[config.mk]
export PLATFORM = sky130hd
export DESIGN_NAME = pqs_status
export DESIGN_NICKNAME = d
export VERILOG_FILES = /design/src/pqs_pkg.sv /design/src/pqs_latch_bit.sv /design/src/pqs_status.sv
export SDC_FILE = /design/constraint.sdc
export NUM_CORES = 1
export LEC_CHECK = 0
export ABC_AREA = 1
export ABC_CLOCK_PERIOD_IN_PS = 1500
export BUFFER_PORTS_ARGS = -buffer_cell sky130_fd_sc_hd__buf_2
export CORE_MARGIN = 1.5
export CORE_UTILIZATION = 49
export CTS_CLUSTER_DIAMETER = 30
export DETAILED_ROUTE_END_ITERATION = 10
export GPL_ROUTABILITY_DRIVEN = 0
export PLACE_DENSITY_LB_ADDON = 0.2
export SLEW_MARGIN = 30
export SYNTH_ARGS = -nofsm -noshare
export SYNTH_HDL_FRONTEND = slang
export SYNTH_SLANG_ARGS = --single-unit
[constraint.sdc]
create_clock -name clk_i -period 1.5 [get_ports clk_i]
set_input_delay 0.075 -clock clk_i [delete_from_list [all_inputs] [get_ports clk_i]]
set_output_delay 0.075 -clock clk_i [all_outputs]
set_load 0.05 [all_outputs]
[src/pqs_pkg.sv]
// Package with register layout and codes for the quick-poll status block
package pqs_pkg;
    localparam int          PQS_REG_W        = 16;
    localparam logic [4:0]  PQS_REG_ADDR     = 5'h11;
    localparam int          PQS_MON_HI       = 13;
    localparam int          PQS_MON_LO       = 11;
    localparam int          PQS_SIG_LOST_BIT = 10;
    localparam int          PQS_LOCK_ERR_BIT = 9;
    localparam int          PQS_FALSE_CR_BIT = 8;
    localparam int          PQS_INV_SYM_BIT  = 7;
    localparam int          PQS_HALT_BIT     = 6;
    localparam int          PQS_PREM_END_BIT = 5;
    localparam int          PQS_DONE_BIT     = 4;
    localparam int          PQS_NUM_EVT      = 6;
    localparam logic [2:0]  PQS_MON_RESET    = 3'h0;
    localparam logic [5:0]  PQS_EVT_RESET    = 6'h00;
    // Progress codes of the negotiation state machine
    localparam logic [2:0]  PQS_AN_IDLE      = 3'h0;
    localparam logic [2:0]  PQS_AN_PAR_DET   = 3'h1;
    localparam logic [2:0]  PQS_AN_PAR_FAIL  = 3'h2;
    localparam logic [2:0]  PQS_AN_ABIL_OK   = 3'h3;
    localparam logic [2:0]  PQS_AN_ACK_FAIL  = 3'h4;
    localparam logic [2:0]  PQS_AN_ACK_OK    = 3'h5;
    localparam logic [2:0]  PQS_AN_CONS_FAIL = 3'h6;
    localparam logic [2:0]  PQS_AN_CONS_OK   = 3'h7;
endpackage

[src/pqs_latch_bit.sv]
// One latch-high status flag with read-clear where a new event wins
module pqs_latch_bit (
    input  wire logic clk_i,
    input  wire logic resetn_i,
    input  wire logic event_i,
    input  wire logic clear_i,
    output logic      flag_o
);
    logic flag_q;
    logic flag_d;

    // Set beats clear so an event in the read cycle survives
    assign flag_d = event_i | (flag_q & ~clear_i);

    // Flag storage
    always_ff @(posedge clk_i or negedge resetn_i) begin
        if (!resetn_i) begin
            flag_q <= 1'b0;
        end else begin
            flag_q <= flag_d;
        end
    end

    assign flag_o = flag_q;
endmodule

[src/pqs_status.sv]
// Quick-poll status: negotiation progress monitor and receive latch-high flags
// What this block does
// Report negotiation progress in bits 13:11, done 4
// Progress clears on reset, disable, restart
// Between reads, progress only rises while negotiation enabled
// Read returns history, then loads current state
// Progress codes idle 000 through matched 111
// Signal-lost flag bit 10 latches high
// PLL lock-error flag bit 9 latches high
// False-carrier flag bit 8 on bad J/K
// In-packet symbol error raises error out and bit 7
// In-packet halt symbol signalled, sets bit 6
// Two idles in packet set bit 5
// Event flags latch high until read
// Flags meaningless in 10 Mb/s mode
// Done flag one when finished, zero if disabled
// Read clears only what it returned
module pqs_status
    import pqs_pkg::*;
(
    input  wire logic                 clk_i,
    input  wire logic                 resetn_i,
    input  wire logic                 an_enable_i,
    input  wire logic                 an_restart_i,
    input  wire logic [2:0]           an_state_i,
    input  wire logic                 an_done_i,
    input  wire logic                 rx_sig_lost_i,
    input  wire logic                 rx_lock_err_i,
    input  wire logic                 rx_false_carrier_i,
    input  wire logic                 rx_in_packet_i,
    input  wire logic                 rx_sym_err_i,
    input  wire logic                 rx_halt_sym_i,
    input  wire logic                 rx_idle_sym_i,
    input  wire logic                 rx_sym_valid_i,
    input  wire logic                 reg_rd_i,
    output logic [PQS_REG_W-1:0]      reg_rdata_o,
    output logic                      rx_err_o,
    output logic                      rx_halt_o
);
    logic [2:0]             mon_q;
    logic [2:0]             mon_d;
    logic                   done_q;
    logic                   prev_idle_q;
    logic                   rx_err_q;
    logic                   rx_halt_q;
    logic [PQS_REG_W-1:0]   rdata_q;
    logic [PQS_NUM_EVT-1:0] evt_raw;
    logic [PQS_NUM_EVT-1:0] evt_flag;
    wire                    mon_clear;
    wire                    mon_rises;
    wire                    prem_end;
    wire  [PQS_REG_W-1:0]   status_word;

    // Clear conditions and highest-state comparison
    assign mon_clear = ~an_enable_i | an_restart_i;
    assign mon_rises = an_state_i > mon_q;
    assign prem_end  = rx_in_packet_i & rx_sym_valid_i & rx_idle_sym_i
                       & prev_idle_q;

    // Next progress value; a read reloads the live state after the history goes out
    always_comb begin
        mon_d = mon_q;
        if (mon_clear) begin
            mon_d = PQS_MON_RESET;
        end else if (reg_rd_i) begin
            mon_d = an_state_i;
        end else if (mon_rises) begin
            mon_d = an_state_i;
        end
    end

    // Progress and done storage
    always_ff @(posedge clk_i or negedge resetn_i) begin
        if (!resetn_i) begin
            mon_q  <= PQS_MON_RESET;
            done_q <= 1'b0;
        end else begin
            mon_q  <= mon_d;
            done_q <= an_enable_i & ~an_restart_i & an_done_i;
        end
    end

    // Remembers the last in-packet symbol being idle, for the two-idle check
    always_ff @(posedge clk_i or negedge resetn_i) begin
        if (!resetn_i) begin
            prev_idle_q <= 1'b0;
        end else if (!rx_in_packet_i) begin
            prev_idle_q <= 1'b0;
        end else if (rx_sym_valid_i) begin
            prev_idle_q <= rx_idle_sym_i;
        end
    end

    // Indications toward the MAC, registered
    always_ff @(posedge clk_i or negedge resetn_i) begin
        if (!resetn_i) begin
            rx_err_q  <= 1'b0;
            rx_halt_q <= 1'b0;
        end else begin
            rx_err_q  <= rx_in_packet_i & rx_sym_err_i;
            rx_halt_q <= rx_in_packet_i & rx_halt_sym_i;
        end
    end

    // Event sources; no 10 Mb/s gating since the flags are undefined there
    assign evt_raw[0] = prem_end;
    assign evt_raw[1] = rx_in_packet_i & rx_halt_sym_i;
    assign evt_raw[2] = rx_in_packet_i & rx_sym_err_i;
    assign evt_raw[3] = rx_false_carrier_i;
    assign evt_raw[4] = rx_lock_err_i;
    assign evt_raw[5] = rx_sig_lost_i;

    // One latch-high cell per flag, cleared by a read
    genvar gi;
    generate
        for (gi = 0; gi < PQS_NUM_EVT; gi++) begin : g_evt
            pqs_latch_bit u_bit (
                .clk_i   (clk_i),
                .resetn_i(resetn_i),
                .event_i (evt_raw[gi]),
                .clear_i (reg_rd_i),
                .flag_o  (evt_flag[gi])
            );
        end
    endgenerate

    // Register image; unmodelled bits read as zero
    assign status_word = {2'h0, mon_q, evt_flag, done_q, 4'h0};

    // Read data captured on the read strobe, held until the next read
    always_ff @(posedge clk_i or negedge resetn_i) begin
        if (!resetn_i) begin
            rdata_q <= '0;
        end else if (reg_rd_i) begin
            rdata_q <= status_word;
        end
    end

    assign reg_rdata_o = rdata_q;
    assign rx_err_o    = rx_err_q;
    assign rx_halt_o   = rx_halt_q;
endmodule

Word-level counts from Yosys, hierarchy flattened
Index checks and enable logic that the tools add are counted. W data, S select, Z words.

Register bits: 23. Bits in latches: 0. Memory bits (writable): 0. Memory bits (read-only): 0. Input port bits: 17. Output and inout bits: 18. Memories kept: 0.

Add/sub/neg operators: 0. $mul: 0. Div/mod/pow operators: 0. Magnitude comparators: 1. Equal/unequal tests: 1. Shifts and indexed selects: 0. Multiplexer cells: 5. Bitwise logic cells: 23. Reduce and logical (&&, ||, !) cells: 1.

Operator list (number): $and A1 B1 Y1 (13); $mux W3 (3); $or A1 B1 Y1 (7); $gt A3 B3 Y1 (1); $not A1 Y1 (3); $reduce_bool A3 Y1 (1); $mux W1 (2); $ne A2 B1 Y1 const B (1).

Longest topological paths before layout
Word-level depth: 4. Depth in mapped cells: 9. Gate-level depth less buffers: 9.

Hierarchy
From an unflattened synthesis, not the netlist that was laid out.

Cells, all modules: 108. Area total of the unflattened synthesis: 1051.0 µm².

Modules (own cells, without submodules): pqs_status (times used 1, cells an instance 78, area an instance 810.8 µm², seq. area each 425.4 µm²); pqs_latch_bit (times used 6, cells an instance 5, area an instance 40.0 µm², seq. area each 25.0 µm²).

Least setup slack after synthesis
Ideal clock, no wire load.

Path kind: register -> register. Start: reg mon_q[2]. End: reg mon_q[0]. Arrival time: 1085 ps. Slack: 299 ps. Cell stages (with the launch flop): 9. Path buffers: 0. Period minus slack after synthesis: 1201 ps. Cell sequence: dfrtp_1 > inv_1 > ha_1 > a21oi_1 > nand2_1 > nand2_2 > nand2_2 > nand2_1 > nand2_1.

Longest elaborated chain between the ends: 2.

RTL lines: from (decl) (line pqs_status.sv:40) `logic [2:0] mon_q;`; from (signal assigned) (line pqs_status.sv:78) `mon_q <= mon_d;`; $gt A3 B3 Y1 (line pqs_status.sv:56) `assign mon_rises = an_state_i > mon_q;`; $reduce_bool A3 Y1 (no source line).

Every way passes these cells. A chain may end at the register's enable or synchronous reset.

Worst setup path in the final report
Start: reg mon_q[2]. End: reg mon_q[1].

Same word-level chain as after synthesis.

==> out/metrics.yaml <==
grt_max_degree: 24
cp_max_fo: 4
htree_levels: 1
r2r_cells: 8
ys_types: 20
dr_total_vias: 771
num_io_pins: 35
leakage_nw: 0.692
synth.avg_cell_area_sq_um: 10.4
hold_viol: 0
synth-edff-count: 0
max_freq_ghz: 0.745
synth_top_flop_cell: "dfrtp_1"
r2r_slack_ns: 0.16
drtIter0Drc: 11
cts_buffer_depth: 2
path_clk_slew_ns: 0.13
cts.sinks: 23
final_cell_mix: "buf_2 (28), dfrtp_1 (23), inv_1 (18)"
seqPwrFrac: 0.531
place_area_sq_um: 1190
endpoint_kind: "register"
combPwrFrac: 0.249
drc: 0
min_from: "rx_in_packet_i"
status: "complete, no violations"
hold_depth: 3
clkPwrFrac: 0.220
start_util: 0.532
r2r_start: "mon_q[2]"
die_h_um: 49.8
cpMostUsedCell: "nand2_1"
hold_end: "rx_err_o"
fp.dieW_um: 49.8
drtPass1Iterations: 5
yosysSeqAreaShare: 0.536
antenna_left: 0
max-vdd-ir-drop_uv: 573
syn_area_sq_um: 1070
swShare: 0.333
start_kind: "register"
yosys_warnings: 0
r2r_end: "mon_q[1]"
hp-class: "in2reg"
post-route-min-period_ns: 1.34
yosys_register_bits: 23
cts_root_buf: "clkbuf_4"
critPathBufInv: 1
crit_chain: "inv_1 > ha_1 > a21oi_1 > nand2_1 > nand2_2 > nand2_2 > nand2_1 > nand2_1"
cts_buffers: 3
rsz0062_at_grt: "false"
worstPathArrival_ns: 1.56
vias_per_cell: 4.62
cap_violations: 0
syn_inst: 103
antenna_found_initial: 0
final_common_cell: "buf_2"
critical_path_class: "reg2reg"
finClkSkew_ns: 0.00887
cts_tree: "yes"
period_share: 0.895
fillers: 176
hold_slack_ns: 0.0262
p_int_mw: 0.860
grt_pass1_vias: 745
rows: 16
area.growth.synth_to_final_pct: 20.8
cts.repair.resized: 0
worst_skew_pair.late_latency_ns: 0.31
slowest_delay_ns: 0.40
design_area_sq_um: 1300
grt_pass1_wl_mm: 3.06
drive_above_1_share: 0.371
grt_overflow: 0
die-area_sq_um: 2480
diodes: 0
hpwl_mm: 1.27
final_nets: 161
critPathRequiredTime_ns: 1.72
routed_wl_mm: 1.78
setup_viol: 0
p_per_area_nw_per_um2: 993
path_delay_family: "flip-flops"
finalSetupTns_ns: 0
async_flop_share: 1.00
utilization: 0.642
floorplan.core_area_sq_um: 2020
p_sw_mw: 0.429
finalMaxSlewViolations: 0
port_buffers: 28
power_mw: 1.29
grt_usage: 0.165
wl_per_cell_um: 10.7
critPathSlowestCell: "dfrtp_1"
per-stage QoR:
stage                     cells  setup slack, ns
final                       167            0.158
after global routing        167           0.0240
after CTS                   167            0.172
after detailed placement    155            0.193
after global placement      155            0.255
after floorplan             108            0.299
cell usage after synthesis (all sizes together) (2+ instances only):
master,instances,area share
dfrtp,23,0.54
inv,18,0.063
nor2,13,0.066
nand2,12,0.049
a21oi,9,0.066
buf,9,0.077
nand3,6,0.028
ha,3,0.035
o21bai,3,0.021
mux2,2,0.028
o21ai,2,0.0093
what timing repair did:
| action | CTS | global route |
|---|---|---|
| buffers inserted | 0 | 0 |
| hold buffers | 8 | 0 |
| hold endpoints to repair | 30 | 0 |
| endpoints found under the setup margin | 0 | 0 |
registers in the layout, summed over array words and instances, names as in the netlist:
signal,count
reg_rdata_o,10
mon_q,3
g_evt.u_bit.flag_o,6
rx_err_o,1
rx_halt_o,1
done_q,1
prev_idle_q,1
how the worst max path moves through the flow:
stage	from	endpoint	slack [ns]	cells past startpoint
floorplan	mon_q[2]	mon_q[0]	0.30	8
global placement	mon_q[2]	mon_q[2]	0.26	8
detailed placement	mon_q[2]	mon_q[2]	0.19	8
CTS	mon_q[2]	mon_q[2]	0.17	8
global route	mon_q[2]	mon_q[0]	0.02	8
finish	mon_q[2]	mon_q[1]	0.16	8
cell type report:
type | instances | area [sq um] | share of cell area
sequential | 23 | 576 | 0.443
multi-input combinational | 58 | 368 | 0.283
timing repair buffer | 37 | 228 | 0.175
inverter | 18 | 67.6 | 0.0520
tap | 27 | 33.8 | 0.0260
clock buffer | 4 | 26.3 | 0.0202
worst register-to-register path: cells and delay by family, from the launching register on:
family,cells,cell delay (ns)
fa+ha+maj,1,0.27
flops,1,0.40
compound gates,1,0.14
buf+inv,1,0.09
simple gates,5,0.35
metal layers:
layer,vias to the layer above,routed length [um],global-route usage
met5,-,0,0
met2,22,929,0.287
met3,2,64,0.0303
li1,382,-,-
met1,365,772,0.199
met4,0,16,0.0694
power groups by stage:
stage | combinational (mW) | clock, mW | sequential, mW
floorplan | 0.150 | 0 | 0.793
global placement | 0.299 | 0 | 0.696
detailed placement | 0.307 | 0 | 0.697
CTS | 0.324 | 0.296 | 0.685
global route | 0.349 | 0.313 | 0.690
finish | 0.321 | 0.284 | 0.684
logic make-up after synthesis:
kind of cell,after synthesis,synth area share
flip-flops,23,0.536
other,1,0.00349
AO/OA/AOI/OAI,16,0.115
AND/OR/NAND/NOR,31,0.143
buffers and inverters,27,0.140
adder cells (fa/ha/maj),3,0.0349
multiplexers,2,0.0279
Note: power is estimated with default switching activity, not from simulation.
